**src/verilog/tdc_cfg.svh**
```systemverilog
// Address, field and timing constants of the configuration bank
`ifndef TDC_CFG_SVH
`define TDC_CFG_SVH
`define TDC_ADR_W3 4'h3
`define TDC_ADR_W4 4'h4
`define TDC_ADR_W5 4'h5
`define TDC_ADR_W6 4'h6
`define TDC_ADR_W7 4'h7
`define TDC_ADR_W14 4'he
`define TDC_IDX_W3 3'h0
`define TDC_IDX_W4 3'h1
`define TDC_IDX_W5 3'h2
`define TDC_IDX_W6 3'h3
`define TDC_IDX_W7 3'h4
`define TDC_IDX_W14 3'h5
`define TDC_IDX_NONE 3'h7
`define TDC_RESET_WORD 28'h0000000
`define TDC_W4_PULSE_MASK 28'h1c00000
`define TDC_FILL_INV 28'h00000ff
`define TDC_B_FULL_RST 22
`define TDC_B_RED_RST 23
`define TDC_B_SOFT_TRIG 24
`define TDC_B_RST_TRIG_FULL 23
`define TDC_B_RST_TRIG_RED 24
`define TDC_B_RST_GATE_FULL 25
`define TDC_B_RST_GATE_RED 26
`define TDC_TREF_NS 25
`define TDC_CLK_NS 100
`define TDC_REF_PER_CLK (`TDC_CLK_NS / `TDC_TREF_NS)
`endif

```
**src/verilog/tdc_pkg.sv**
```systemverilog
// Types shared by the configuration bank
package tdc_pkg;
  typedef logic [27:0] tdc_word_t;

  typedef enum logic [1:0] {
    BUS_IDLE = 2'h0,
    BUS_READ = 2'h1,
    BUS_WRITE = 2'h3
  } tdc_bus_e;

  typedef struct packed {
    logic [4:0] fine_resolution_factor;
    logic single_ended_to_diff_test;
    logic [7:0] internal_launch_period;
    logic quiet_mode;
    logic m_mode;
    logic [11:0] pulse_pair_adjust;
    logic empty_pin_always_driven;
    logic window_timer_on_launch;
    logic window_timer_on_hit;
    logic [17:0] launch_offset_a;
    logic [17:0] launch_offset_b;
    logic hit_block_until_launch;
    logic launch_block_after_launch;
    logic [7:0] fill_level;
    logic diff_input_fanout_select;
    logic diff_receiver_power;
    logic [7:0] pll_fast_divider;
    logic [2:0] pll_reference_divider;
    logic resolution_adjust_enable;
    logic pll_phase_invert;
    logic pll_loop_open;
    logic [12:0] window_timer_count;
    logic half_width_bus_select;
  } tdc_cfg_s;

  typedef struct packed {
    logic csn;
    logic rdn;
    logic wrn;
    logic [3:0] adr;
    tdc_word_t data;
    logic trig;
    logic gate_n;
  } tdc_pins_s;

  typedef struct packed {
    tdc_pins_s s1;
    tdc_pins_s s2;
    tdc_bus_e bus;
    tdc_word_t [5:0] regs;
    tdc_word_t rd_data;
    tdc_word_t wr_data;
    logic wr_half;
    logic rd_half;
    logic [15:0] wr_lo;
    logic trig_prev;
    logic armed;
    logic launched;
    logic [9:0] launch_acc;
    logic launch_pulse;
    logic timer_run;
    logic [13:0] timer_acc;
    logic timer_done;
    logic full_rst;
    logic red_rst;
  } tdc_state_s;
endpackage : tdc_pkg

```
**src/verilog/tdc_cfg_bank.sv**
```systemverilog
// Configuration bank, words 3 to 7 and 14, on the asynchronous parallel bus
//
// How it works
// RULE1: M-mode resolution factor from word3 bits 0-4
// RULE2: word3 bit27 routes single-ended inputs to differential
// RULE3: I-mode internal launch every N+1 reference periods
// RULE4: quiet mode holds post-processing until trigger
// RULE5: word4 bit9 selects M-mode; host enables quiet
// RULE6: host writes pulse-pair adjust fields as zero
// RULE7: word4 bit22 full reset, configuration kept
// RULE8: word4 bit23 reduced reset, FIFOs also kept
// RULE9: word4 bit25 keeps empty pin driven
// RULE10: launch or hit pulse starts window timer
// RULE11: launch offsets from word5, plus word6 in G-mode
// RULE12: block hits before launch, launches after launch
// RULE13: trigger pin high resets when quiet off
// RULE14: gate pin low resets when pin unused
// RULE15: load level flags when occupancy reaches fill level
// RULE16: fill level reads back inverted
// RULE17: I-mode differential stops fan to odd/even channels
// RULE18: word6 bit27 powers differential receivers
// RULE19: PLL dividers from word7
// RULE20: word7 resolution adjust, phase invert, loop open
// RULE21: window timer runs word7 bits 15-27 periods
// RULE22: word14 bit4 selects paired 16-bit transfers
// RULE23: every configuration word reads back
// RULE24: counts measured in 25 ns reference periods
// RULE25: reset and trigger bits clear themselves
`include "tdc_cfg.svh"

module tdc_cfg_bank (
  input wire logic mclk_in, // 10 MHz clock
  input wire logic reset_in, // Asynchronous reset, high
  input wire logic bus_cs_n_in, // Chip select pin, low
  input wire logic bus_rd_n_in, // Read strobe pin, low
  input wire logic bus_wr_n_in, // Write strobe pin, low
  input wire logic [3:0] bus_adr_in, // Word address pins
  input wire logic [27:0] bus_data_in, // Data pins, input side
  output logic [27:0] bus_data_out, // Data pins, driven side
  output logic bus_data_oe_n_out, // Data pin enable, low drives
  input wire logic trigger_pin_in, // Post-processing trigger pin
  input wire logic output_gate_pin_in, // Gate pin, low active
  input wire logic gate_pin_unused_in, // Gate pin free for resets
  input wire logic i_mode_in, // I-mode selected
  input wire logic g_mode_in, // G-mode selected
  input wire logic launch_in, // Launch pulse from input logic
  input wire logic hit_in, // Hit pulse from input logic
  input wire logic [7:0] fifo1_level_in, // Interface FIFO1 occupancy
  input wire logic [7:0] fifo2_level_in, // Interface FIFO2 occupancy
  input wire logic empty_in, // Interface FIFO empty state
  input wire logic single_ended_launch_input, // Single-ended launch
  input wire logic [7:0] se_stop_in, // Single-ended stops 1 to 8
  input wire logic diff_launch_input, // Differential launch
  input wire logic [1:0] diff_stop_in, // Differential stops 1, 2
  output logic [2:0] diff_path_out, // Launch, stop1, stop2 paths
  output logic [7:0] stop_ch_out, // Stop channel sources
  output tdc_pkg::tdc_cfg_s cfg_out, // Decoded configuration
  output logic [17:0] launch_offset_out, // Applied launch offset
  output logic postproc_enable_out, // Post-processing may run
  output logic internal_launch_out, // Internal launch pulse
  output logic window_timer_end_out, // Window timer expiry pulse
  output logic hit_enable_out, // Hit inputs accepted
  output logic launch_enable_out, // Launch inputs accepted
  output logic full_reset_out, // Full reset pulse
  output logic reduced_reset_out, // Reduced reset pulse
  output logic [1:0] load_level_flags, // Fill-level flags
  output logic empty_flag_pin, // Empty pin level
  output logic empty_pin_oe_n_out // Empty pin enable, low drives
);

  // ==========================================================
  // Address decode
  // ==========================================================
  function automatic logic [2:0] word_index(input logic [3:0] adr);
    case (adr)
      `TDC_ADR_W3: word_index = `TDC_IDX_W3;
      `TDC_ADR_W4: word_index = `TDC_IDX_W4;
      `TDC_ADR_W5: word_index = `TDC_IDX_W5;
      `TDC_ADR_W6: word_index = `TDC_IDX_W6;
      `TDC_ADR_W7: word_index = `TDC_IDX_W7;
      `TDC_ADR_W14: word_index = `TDC_IDX_W14;
      default: word_index = `TDC_IDX_NONE;
    endcase
  endfunction

  tdc_pkg::tdc_state_s st_q;
  tdc_pkg::tdc_state_s st_d;
  tdc_pkg::tdc_pins_s pins;
  tdc_pkg::tdc_cfg_s cfg;
  tdc_pkg::tdc_word_t w3, w4, w5, w6, w7, w14;
  tdc_pkg::tdc_word_t commit_word;
  tdc_pkg::tdc_word_t rd_word;
  logic [2:0] wr_idx;
  logic [2:0] rd_idx;
  logic commit;
  logic soft_full, soft_red, soft_trig;
  logic pin_full, pin_red;
  logic trig_rise;
  logic any_rst;
  logic timer_go;
  logic [9:0] launch_next;
  logic [9:0] launch_span;
  logic [13:0] timer_next;

  assign pins = '{csn: bus_cs_n_in, rdn: bus_rd_n_in, wrn: bus_wr_n_in,
                  adr: bus_adr_in, data: bus_data_in,
                  trig: trigger_pin_in, gate_n: output_gate_pin_in};

  // ==========================================================
  // Field decode
  // ==========================================================
  assign w3 = st_q.regs[`TDC_IDX_W3];
  assign w4 = st_q.regs[`TDC_IDX_W4];
  assign w5 = st_q.regs[`TDC_IDX_W5];
  assign w6 = st_q.regs[`TDC_IDX_W6];
  assign w7 = st_q.regs[`TDC_IDX_W7];
  assign w14 = st_q.regs[`TDC_IDX_W14];

  always_comb begin
    cfg.fine_resolution_factor = w3[4:0]; // [RULE1]
    cfg.single_ended_to_diff_test = w3[27];
    cfg.internal_launch_period = w4[7:0];
    cfg.quiet_mode = w4[8];
    cfg.m_mode = w4[9]; // [RULE5]
    cfg.pulse_pair_adjust = w4[21:10];
    cfg.empty_pin_always_driven = w4[25];
    cfg.window_timer_on_launch = w4[26];
    cfg.window_timer_on_hit = w4[27];
    cfg.launch_offset_a = w5[17:0];
    cfg.launch_offset_b = w6[25:8];
    cfg.hit_block_until_launch = w5[21];
    cfg.launch_block_after_launch = w5[22];
    cfg.fill_level = w6[7:0];
    cfg.diff_input_fanout_select = w6[26];
    cfg.diff_receiver_power = w6[27]; // [RULE18]
    cfg.pll_fast_divider = w7[7:0]; // [RULE19]
    cfg.pll_reference_divider = w7[10:8]; // [RULE19]
    cfg.resolution_adjust_enable = w7[11]; // [RULE20]
    cfg.pll_phase_invert = w7[12]; // [RULE20]
    cfg.pll_loop_open = w7[13]; // [RULE20]
    cfg.window_timer_count = w7[27:15];
    cfg.half_width_bus_select = w14[4];
  end

  assign cfg_out = cfg;

  // G-mode adds the second offset field on top of the first
  assign launch_offset_out = g_mode_in ?
    cfg.launch_offset_a + cfg.launch_offset_b :
    cfg.launch_offset_a; // [RULE11]

  // ==========================================================
  // Input routing
  // ==========================================================
  assign diff_path_out = cfg.single_ended_to_diff_test ?
    {se_stop_in[1], se_stop_in[0], single_ended_launch_input} :
    {diff_stop_in, diff_launch_input}; // [RULE2]

  // Channel 1 is index 0, so even indices are the odd channels;
  // the per-channel disable lives in the core and still applies
  genvar ch;
  generate
    for (ch = 0; ch < 8; ch++) begin : g_fan
      assign stop_ch_out[ch] =
        (i_mode_in && cfg.diff_input_fanout_select) ?
        diff_stop_in[ch % 2] : se_stop_in[ch]; // [RULE17]
    end
  endgenerate

  // ==========================================================
  // Bus write path
  // ==========================================================
  assign wr_idx = word_index(st_q.s2.adr);
  assign rd_idx = word_index(st_q.s2.adr);
  assign commit = (st_q.bus == tdc_pkg::BUS_WRITE) && st_q.s2.wrn &&
                  (!cfg.half_width_bus_select || st_q.wr_half);

  // Second half of a 16-bit pair carries the upper 12 bits
  assign commit_word = cfg.half_width_bus_select ?
    {st_q.wr_data[11:0], st_q.wr_lo} : st_q.wr_data; // [RULE22]

  assign soft_full = commit && (wr_idx == `TDC_IDX_W4) &&
                     commit_word[`TDC_B_FULL_RST];
  assign soft_red = commit && (wr_idx == `TDC_IDX_W4) &&
                    commit_word[`TDC_B_RED_RST];
  assign soft_trig = commit && (wr_idx == `TDC_IDX_W4) &&
                     commit_word[`TDC_B_SOFT_TRIG];

  // Pin-driven resets repeat every cycle the level is held
  assign pin_full =
    (!cfg.quiet_mode && w5[`TDC_B_RST_TRIG_FULL] && st_q.s2.trig) ||
    (gate_pin_unused_in && w5[`TDC_B_RST_GATE_FULL] &&
     !st_q.s2.gate_n); // [RULE13] [RULE14]
  assign pin_red =
    (!cfg.quiet_mode && w5[`TDC_B_RST_TRIG_RED] && st_q.s2.trig) ||
    (gate_pin_unused_in && w5[`TDC_B_RST_GATE_RED] &&
     !st_q.s2.gate_n); // [RULE13] [RULE14]

  assign any_rst = st_q.full_rst || st_q.red_rst;
  assign trig_rise = st_q.s2.trig && !st_q.trig_prev;

  // ==========================================================
  // Read word
  // ==========================================================
  always_comb begin
    rd_word = `TDC_RESET_WORD;
    if (rd_idx != `TDC_IDX_NONE) begin
      rd_word = st_q.regs[rd_idx]; // [RULE23]
    end
    if (rd_idx == `TDC_IDX_W6) begin
      rd_word = rd_word ^ `TDC_FILL_INV; // [RULE16]
    end
  end

  // ==========================================================
  // Reference-period arithmetic
  // ==========================================================
  // One clock spans several reference periods, so launches and
  // expiry land on the first clock at or past the programmed count
  assign launch_span = {2'h0, cfg.internal_launch_period} + 10'h001;
  assign launch_next = st_q.launch_acc +
                       10'(`TDC_REF_PER_CLK); // [RULE24]
  assign timer_next = st_q.timer_acc + 14'(`TDC_REF_PER_CLK); // [RULE24]
  assign timer_go = !st_q.timer_run &&
    ((launch_in && cfg.window_timer_on_launch) ||
     (hit_in && cfg.window_timer_on_hit)); // [RULE10]

  // ==========================================================
  // Next state
  // ==========================================================
  always_comb begin
    st_d = st_q;
    st_d.s1 = pins;
    st_d.s2 = st_q.s1;
    st_d.trig_prev = st_q.s2.trig;
    st_d.launch_pulse = 1'b0;
    st_d.timer_done = 1'b0;
    st_d.full_rst = soft_full || pin_full; // [RULE7] [RULE25]
    st_d.red_rst = soft_red || pin_red; // [RULE8] [RULE25]

    case (st_q.bus)
      tdc_pkg::BUS_IDLE: begin
        if (!st_q.s2.csn && !st_q.s2.wrn) begin
          st_d.bus = tdc_pkg::BUS_WRITE;
          st_d.wr_data = st_q.s2.data;
        end else if (!st_q.s2.csn && !st_q.s2.rdn) begin
          st_d.bus = tdc_pkg::BUS_READ;
          if (!cfg.half_width_bus_select) begin
            st_d.rd_data = rd_word;
          end else if (st_q.rd_half) begin
            st_d.rd_data = {16'h0000, 12'(rd_word[27:16])}; // [RULE22]
          end else begin
            st_d.rd_data = {12'h000, rd_word[15:0]}; // [RULE22]
          end
        end
      end
      tdc_pkg::BUS_WRITE: begin
        if (!st_q.s2.wrn) begin
          st_d.wr_data = st_q.s2.data;
        end else begin
          st_d.bus = tdc_pkg::BUS_IDLE;
          if (cfg.half_width_bus_select && !st_q.wr_half) begin
            st_d.wr_lo = st_q.wr_data[15:0]; // [RULE22]
            st_d.wr_half = 1'b1;
          end else begin
            st_d.wr_half = 1'b0;
            if (wr_idx == `TDC_IDX_W4) begin
              st_d.regs[wr_idx] =
                commit_word & ~`TDC_W4_PULSE_MASK; // [RULE25]
            end else if (wr_idx != `TDC_IDX_NONE) begin
              st_d.regs[wr_idx] = commit_word;
            end
          end
        end
      end
      tdc_pkg::BUS_READ: begin
        if (st_q.s2.rdn || st_q.s2.csn) begin
          st_d.bus = tdc_pkg::BUS_IDLE;
          st_d.rd_half = cfg.half_width_bus_select &&
                         !st_q.rd_half; // [RULE22]
        end
      end
      default: begin
        st_d.bus = tdc_pkg::BUS_IDLE;
      end
    endcase

    // Quiet mode waits for a trigger edge or the soft trigger
    if (trig_rise || soft_trig) begin
      st_d.armed = 1'b1; // [RULE4]
    end else if (any_rst) begin
      st_d.armed = 1'b0;
    end

    // Internal launch generator, I-mode only
    if (!i_mode_in || any_rst) begin
      st_d.launch_acc = 10'h000;
    end else if (launch_next >= launch_span) begin
      st_d.launch_acc = launch_next - launch_span; // [RULE3]
      st_d.launch_pulse = 1'b1; // [RULE3]
    end else begin
      st_d.launch_acc = launch_next;
    end

    // A launch seen in the reset cycle still counts
    if (launch_in) begin
      st_d.launched = 1'b1; // [RULE12]
    end else if (any_rst) begin
      st_d.launched = 1'b0;
    end

    // Window timer
    if (any_rst) begin
      st_d.timer_run = 1'b0;
      st_d.timer_acc = 14'h0000;
    end else if (timer_go) begin
      st_d.timer_run = 1'b1; // [RULE10]
      st_d.timer_acc = 14'h0000;
    end else if (st_q.timer_run) begin
      if (timer_next >= {1'b0, cfg.window_timer_count}) begin
        st_d.timer_run = 1'b0; // [RULE21]
        st_d.timer_done = 1'b1; // [RULE21]
      end else begin
        st_d.timer_acc = timer_next;
      end
    end
  end

  // ==========================================================
  // State register
  // ==========================================================
  always_ff @(posedge mclk_in or posedge reset_in) begin
    if (reset_in) begin
      st_q <= '{s1: '{csn: 1'b1, rdn: 1'b1, wrn: 1'b1,
                     adr: 4'h0, data: 28'h0000000,
                     trig: 1'b0, gate_n: 1'b1},
                s2: '{csn: 1'b1, rdn: 1'b1, wrn: 1'b1,
                     adr: 4'h0, data: 28'h0000000,
                     trig: 1'b0, gate_n: 1'b1},
                bus: tdc_pkg::BUS_IDLE,
                regs: '{default: `TDC_RESET_WORD},
                default: '0};
    end else begin
      st_q <= st_d;
    end
  end

  // ==========================================================
  // Outputs
  // ==========================================================
  assign bus_data_out = st_q.rd_data;
  assign bus_data_oe_n_out = (st_q.bus != tdc_pkg::BUS_READ);
  assign postproc_enable_out = !cfg.quiet_mode || st_q.armed; // [RULE4]
  assign internal_launch_out = st_q.launch_pulse;
  assign window_timer_end_out = st_q.timer_done;
  assign hit_enable_out = !(cfg.hit_block_until_launch &&
                            !st_q.launched); // [RULE12]
  assign launch_enable_out = !(cfg.launch_block_after_launch &&
                               st_q.launched); // [RULE12]
  assign full_reset_out = st_q.full_rst;
  assign reduced_reset_out = st_q.red_rst;
  assign load_level_flags[0] = fifo1_level_in >= cfg.fill_level; // [RULE15]
  assign load_level_flags[1] = fifo2_level_in >= cfg.fill_level; // [RULE15]
  assign empty_flag_pin = empty_in;
  // Without the option the pin is driven only while it shows empty
  assign empty_pin_oe_n_out =
    !(cfg.empty_pin_always_driven || empty_in); // [RULE9]

endmodule // tdc_cfg_bank

```
**config.mk**
```make
export PLATFORM = sky130hd
export DESIGN_NAME = tdc_cfg_bank
export DESIGN_NICKNAME = d
export VERILOG_FILES = /design/src/verilog/tdc_pkg.sv /design/src/verilog/tdc_cfg_bank.sv
export VERILOG_INCLUDE_DIRS = /design/src /design/src/verilog
export SDC_FILE = /design/constraint.sdc
export NUM_CORES = 1
export LEC_CHECK = 0
export ABC_CLOCK_PERIOD_IN_PS = 18800
export BUFFER_PORTS_ARGS = -buffer_cell sky130_fd_sc_hd__buf_2
export CAP_MARGIN = 20
export CORE_MARGIN = 3
export CORE_UTILIZATION = 25
export DETAILED_ROUTE_END_ITERATION = 12
export PLACE_DENSITY = 0.49
export SLEW_MARGIN = 10
export SYNTH_ARGS = -nofsm -noshare
export SYNTH_HDL_FRONTEND = slang
export SYNTH_SLANG_ARGS = --single-unit
```
**constraint.sdc**
```tcl
create_clock -name mclk_in -period 18.8 [get_ports mclk_in]
set_clock_uncertainty 0.05 [all_clocks]
set_input_delay 3.76 -clock mclk_in [delete_from_list [all_inputs] [get_ports mclk_in]]
set_output_delay 3.76 -clock mclk_in [all_outputs]
set_load 0.01 [all_outputs]
```
==> summary.md, run 1 <==
| Metric | Value |
|---|---|
| Fin cells | 2,751 |
| Share of layout cells above drive strength 1 | 23.6% |
| Die Ht | 269 µm |
| Rows | 95 |
| Cts bufs inserted | 41 |
| Crit path top cell by count | buf_2 |
| Post-route cell area | 19,900 µm² |
| Tmin final | 9280 ps |
| Clock transition at path regs | 60 ps |
| Clock Sinks | 348 |
| Gr usage total | 15.0% |
| Peak supply drop | 59.2 µV |
| Min-Delay Path Class | flip-flop to flip-flop |
| Endpoint class of the critical path | primary output |
| Slowest CP cell | clkinv_1 |
| Placed wire-length estimate | 41,700 µm |
| RSZ-0062 raised after global routing | no |
| CP cell instances | buf_2 > clkinv_1 > nor4_1 > mux2i_1 > o21ai_0 > xor2_1 > buf_2 |
| Top delay family on crit path | buffers and inverters |
| DRC | 0 |
| Maximum buffer depth of the clock tree | 3 |
| Post-synth EDFFs | 0 |
| Mapped Cells | 1,707 |
| CTS resizes | 0 |
| Net count, final | 1,929 |
| Leakage | 9.30 nW |
| CTS H-tree lvls | 2 |
| Fillers | 7,136 |
| Die area | 72,600 µm² |
| Ys async rst share | 100% |
| Synth Cell Area | 17,300 µm² |
| Final Util | 29.3% |
| Slew margin rel. | 23.2% |
| Crit path buf inv count | 3 |
| PortBufs | 248 |
| # diodes | 0 |
| Placed Area | 18,500 µm² |
| Area growth, synth to finish | 15.0% |
| Setup WS pre-CTS | 9540 ps |
| First-pass GRT wire length | 83,500 µm |
| Largest net degree at the start of global routing | 159 |
| Synth Register Bits | 348 |
| Synth Warn # | 0 |
| Number of global-route vias before repair | 12,602 |
| GRT Residual Overflow | 0 |
| CP startpoint kind | input port |
| Worst Path Max Fanout | 18 |
| F_max | 108 MHz |
| DR vias/cell | 4.59 |
| Vias | 12,616 |
| Hold Slack | 293 ps |
| Hold Vio Cnt, Final | 0 |
| CTS Root Buffer Type | clkbuf_16 |
| Io pins | 249 |
| R2R Path Start | st_q[306]$_DFF_PP0_ |
| Wirelength, routed | 55,400 µm |
| Status | complete, no violations |
| Synth unique cells | 72 |
| Post-route setup slack | 9520 ps |
| DRT Pass-1 Iters | 5 |
| Hold Startpoint | st_d[277]$_DFF_PP0_ |
| DP Cell Count | 2,675 |
| Pins over their slew limit | 0 |
| PD cells | 107 nW/µm² |
| Post-CTS setup buffer count | 0 |
| Detail Route Antenna Nets | 0 |
| Sequential share of the synthesized area | 50.3% |
| Syn avg cell area | 10.2 µm² |
| Setup violators final | 0 |
| Worst-Skew Late Latency | 570 ps |
| Setup tns final | 0 ps |
| WP data arrival | 5470 ps |
| CP required | 14,990 ps |
| Total Power | 2.14 mW |
| Critical path class | input port to primary output |
| Flop2flop setup slack | 14,780 ps |
| Worst Max-Slew Pin Slew | 1130 ps |
| MaxCap Viol Count | 0 |
| Hold-fix buffers, CTS | 0 |
| Min-Delay Endpoint | st_d[31]$_DFF_PP0_ |
| Syn_nets | 1,838 |
| Top_reg_cell synth | dfrtp_1 |
| Initial antenna violation count | 0 |
| Hold Path Depth | 0 |
| Area of the core | 68,000 µm² |
| Die X | 269 µm |
| Slowest stage delay, CP | 510 ps |
| Drt wl/cell | 20.2 µm |
| TritonCTS clock tree | built |
| Routability cong. | 0.827 |
| Starting Density | 25.5% |
| R2r worst-path depth | 7 |
| Reg2reg end | bus_data_out[10]$_DFFE_PP0P_ |
| Final Cycle Share | 49.4% |
| Initial DRC count | 954 |
sequential cells by signal, summed over array words and instances (netlist names):
register / cells
w5: 28
full_reset_out: 1
st_q: 110
reduced_reset_out: 1
w6: 28
w7: 28
bus_data_out: 28
w4: 28
w14: 28
internal_launch_out: 1
window_timer_end_out: 1
st_d: 38
w3: 28
cells by family (layout without fill, tap and decap cells):
kind of cell	Yosys count	in the layout	synth area share [%]
xor+xnor	39	39	1.97
buf+inv	262	385	8.97
compound gates	455	455	15.8
simple gates	419	419	10.8
fa+ha+maj	58	58	4.27
mux	126	126	7.94
flops	348	348	50.3
worst max-delay path by stage:
| stage | from | to | slack [ps] | cells past startpoint |
|---|---|---|---|---|
| 6_report | g_mode_in | launch_offset_out[17] | 9520 | 7 |
| 5_1_grt | g_mode_in | launch_offset_out[17] | 9320 | 7 |
| 4_1_cts | g_mode_in | launch_offset_out[17] | 9520 | 7 |
| 3_5_place_dp | g_mode_in | launch_offset_out[17] | 9540 | 7 |
| 3_3_place_gp | g_mode_in | launch_offset_out[17] | 9620 | 7 |
| 2_1_floorplan | reset_in | bus_data_out[0]$_DFFE_PP0P_ | 5350 | 1 |
metal layers:
metal | wire length [µm] | GRT usage (%) | up-vias
met1 | 24200 | 19.3 | 6169
li1 | - | - | 6047
met3 | 3110 | 3.69 | 89
met2 | 26400 | 24.7 | 311
met5 | 0 | 0 | -
met4 | 1750 | 4.85 | 0
area by class of cell:
cell class                      instances  area (µm²)  share of cell area (%)
Tap cell                              921        1150                    5.78
Sequential cell                       348        8720                    43.7
Clock buffer                           53        1120                    5.62
Inverter                               42         165                   0.828
Clock inverter                         22         272                    1.36
Multi-Input combinational cell       1097        7090                    35.6
Timing Repair Buffer                  268        1420                    7.14
cells in the final DEF, fill, tap and decap left out, types with 9 or more instances in the layout:
cell	Yosys	layout
o22ai_1	15	15
nand4_1	14	14
mux2i_1	60	60
nand2_1	225	225
clkbuf_16	0	41
nor3_1	15	15
o221ai_1	11	11
ha_1	56	56
a22oi_1	21	21
a21oi_1	96	95
nor2b_1	10	10
dfrtp_1	340	339
and2_1	9	9
nor2_1	70	69
a21o_1	32	32
a22o_1	11	11
o21ai_0	193	193
mux2_2	63	63
clkinv_2	0	11
o21a_1	9	9
o31ai_1	9	9
xor2_1	20	20
inv_1	41	40
nand3_1	26	25
xnor2_1	19	19
and3_1	12	12
buf_4	142	18
o22a_1	14	14
buf_2	19	248
synth_stat cells, types with 6 or more instances:
cell      instances  area share (%)
a211oi_1          6            0.26
a21o_1           32             1.4
a21oi_1          96             2.8
a22o_1           11            0.56
a22oi_1          21            0.91
a31oi_1           8            0.29
and2_1            9            0.32
and3_1           12            0.43
buf_1             7            0.15
buf_2            19            0.55
buf_4           142             6.1
clkbuf_1         50             1.1
dfrtp_1         340              49
dfstp_2           8             1.2
ha_1             56             4.0
inv_1            41            0.89
mux2_2           63             4.1
mux2i_1          60             3.5
nand2_1         225             4.9
nand2b_1          8            0.29
nand3_1          26            0.75
nand4_1          14            0.50
nor2_1           70             1.5
nor2b_1          10            0.36
nor3_1           15            0.43
o21a_1            9            0.39
o21ai_0         193             5.6
o221ai_1         11            0.56
o22a_1           14            0.71
o22ai_1          15            0.54
o31ai_1           9            0.39
xnor2_1          19            0.96
xor2_1           20             1.0
worst reg2reg max path: stages (launching register included):
cell	delay, ps
dfrtp_1	720
nand2b_1	680
nor2_4	940
mux2_2	310
a21oi_1	60
a2111oi_0	900
a21oi_1	110
o21ai_1	170
report_power, final:
| group | switching, mW | total [mW] | internal [mW] |
|---|---|---|---|
| clock network | 0.327 | 0.821 | 0.493 |
| logic | 0.271 | 0.435 | 0.164 |
| registers | 0.0632 | 0.881 | 0.818 |
(Power assumes the default switching activity.)
==> inputs of run 2 (changes only) <==
Settings changed: ABC_CLOCK_PERIOD_IN_PS 18800 to 9200.
Clock period 18.8 ns to 9.2 ns, I/O delays scaled along.
==> summary.md, run 2 (synthesized netlist as in run 1, its figures left out) <==
| Metric | Value |
|---|---|
| CP startpoint kind | input port |
| GRT Residual Overflow | 0 (unchanged) |
| Worst-Skew Late Latency | 580 ps (about the same) |
| DRT Pass-1 Iters | 5 (unchanged) |
| Critical path class | input port to primary output |
| Detail Route Antenna Nets | 0 (unchanged) |
| Hold Vio Cnt, Final | 0 (unchanged) |
| Placed Area | 18,500 µm² (about the same) |
| Maximum buffer depth of the clock tree | 3 (unchanged) |
| Pins over their slew limit | 0 (unchanged) |
| Endpoint class of the critical path | primary output |
| Worst Max-Slew Pin Slew | 1130 ps (+4.91 ps) |
| Cts bufs inserted | 42 (+2.4%) |
| PD cells | 219 nW/µm² (+100%) |
| Clock Sinks | 348 (unchanged) |
| CTS Root Buffer Type | clkbuf_16 |
| Hold-fix buffers, CTS | 0 (unchanged) |
| Commonest non-fill, non-tap cell in the layout | dfrtp_1 |
| Setup violators final | 0 (unchanged) |
| Top sig layer | met4 |
| Sequential standard cell area | 8720 µm² (unchanged) |
| Rows | 95 (unchanged) |
| Wirelength, routed | 55,800 µm (+0.61%) |
| DRC | 0 (unchanged) |
| Reg with most FFs | st_q |
| Post-CTS setup buffer count | 0 (unchanged) |
| Worst Path Max Fanout | 18 (unchanged) |
| Multi-input gate area | 7090 µm² (unchanged) |
| Placed wire-length estimate | 41,700 µm (about the same) |
| Met2 wire length | 26,200 µm (-0.57%) |
| Met1 Routed Length | 24,600 µm (+1.6%) |
| Vias | 12,733 (+0.93%) |
| Io pins | 249 (unchanged) |
| Die X | 269 µm (unchanged) |
| CTS H-tree lvls | 2 (unchanged) |
| Initial DRC count | 1,014 (+6.3%) |
| Fillers | 7,167 (+0.43%) |
| Final Cycle Share | 58.8% |
| Max FFs per register | 110 (unchanged) |
| Hold Slack | 290 ps (-3.67 ps) |
| Post-route cell area | 20,000 µm² (+0.38%) |
| Setup tns final | 0 ps (unchanged) |
| F_max | 185 MHz |
| Initial antenna violation count | 3 (+3) |
| Area growth, synth to finish | 15.4% |
| Die Ht | 269 µm (unchanged) |
| RSZ-0062 raised after global routing | no |
| Drt wl/cell | 20.2 µm (+0.39%) |
| Net count, final | 1,933 (+0.21%) |
| Area of the core | 68,000 µm² (unchanged) |
| First-pass GRT wire length | 83,600 µm (+0.17%) |
| Post-route setup slack | 3790 ps (-5730 ps) |
| Share of layout cells above drive strength 1 | 23.5% (-0.064 points) |
| CP required | 7310 ps (-7680 ps) |
| Clock transition at path regs | 50 ps (about the same) |
| Slew margin rel. | 24.5% (+1.3 points) |
| Status | complete, no violations |
| Largest net degree at the start of global routing | 182 (+14%) |
| Min-Delay Path Class | flip-flop to flip-flop |
| Setup WS pre-CTS | 3770 ps (-5770 ps) |
| DR vias/cell | 4.62 (+0.71%) |
| Met3 WL | 3020 µm (-2.9%) |
| Tmin final | 5410 ps |
| Peak supply drop | 121 µV (+100%) |
| Number of global-route vias before repair | 12,663 (+0.48%) |
| CTS resizes | 0 (unchanged) |
| TritonCTS clock tree | built |
| WP data arrival | 3520 ps (-1950 ps) |
| Routability cong. | 0.832 (+0.56%) |
| Starting Density | 25.5% (unchanged) |
| Most frequent cells in the layout | dfrtp_1, buf_2, nand2_1 |
| Leakage | 9.31 nW (+0.20%) |
| Total Power | 4.39 mW (+110%) |
| Die area | 72,600 µm² (unchanged) |
| MaxCap Viol Count | 0 (unchanged) |
| Gr usage total | 15.0% (-0.028 points) |
| PortBufs | 248 (unchanged) |
-- run 2: path summary, 6_finish.rpt --
| kind | start | end | slack, ps | depth (start not counted) |
|---|---|---|---|---|
| worst min-delay path | st_d[295]$_DFF_PP0_ | st_q[295]$_DFF_PP0_ | 290 | 0 |
| worst max register to register | st_q[306]$_DFF_PP0_ | bus_data_out[10]$_DFFE_PP0P_ | 5120 | 7 |
| worst min register to register | st_d[295]$_DFF_PP0_ | st_q[295]$_DFF_PP0_ | 290 | 0 |
| min in group asynchronous | reset_in | st_d[294]$_DFF_PP0_ | 1360 | 2 |
| worst max-delay path | g_mode_in | launch_offset_out[17] | 3790 | 7 |
| max in group asynchronous | reset_in | w5[12]$_DFFE_PP0P_ | 6210 | 3 |
-- run 2: cell type report --
type                    count  area share, %
repair buffers            271           7.36
multi-input cells        1097           35.4
inverters                  42          0.806
clock inverters            14          0.994
diodes                      1         0.0125
well taps                 921           5.76
clock buffers              63           6.09
flip-flops and latches    348           43.6
-- run 2: layer usage --
layer | global-route usage [%] | vias up
met2 | 24.6 | 325
li1 | - | 6061
met4 | 4.94 | 0
met3 | 3.49 | 91
met5 | 0 | -
met1 | 19.4 | 6256
-- run 2: metrics by stage --
| stage | cells | util [%] |
|---|---|---|
| 3_5_place_dp | 2675 | 27.2 |
| 5_1_grt | 2756 | 29.4 |
| 3_3_place_gp | 2674 | 27.2 |
| 6_report | 2757 | 29.4 |
| 4_1_cts | 2752 | 29.3 |
| 2_1_floorplan | 1707 | - |
-- run 2: critical path: stages --
cell and delay, ps:
buf_2 280, clkinv_1 490, nor4_1 400, mux2i_1 100, o21ai_0 100, xor2_1 160
buf_2 150
-- run 2: power breakdown --
group	total, mW	internal [mW]	switching [mW]
Sequential	1.80	1.67	0.129
Combinational	0.893	0.338	0.555
Clock	1.70	1.01	0.684
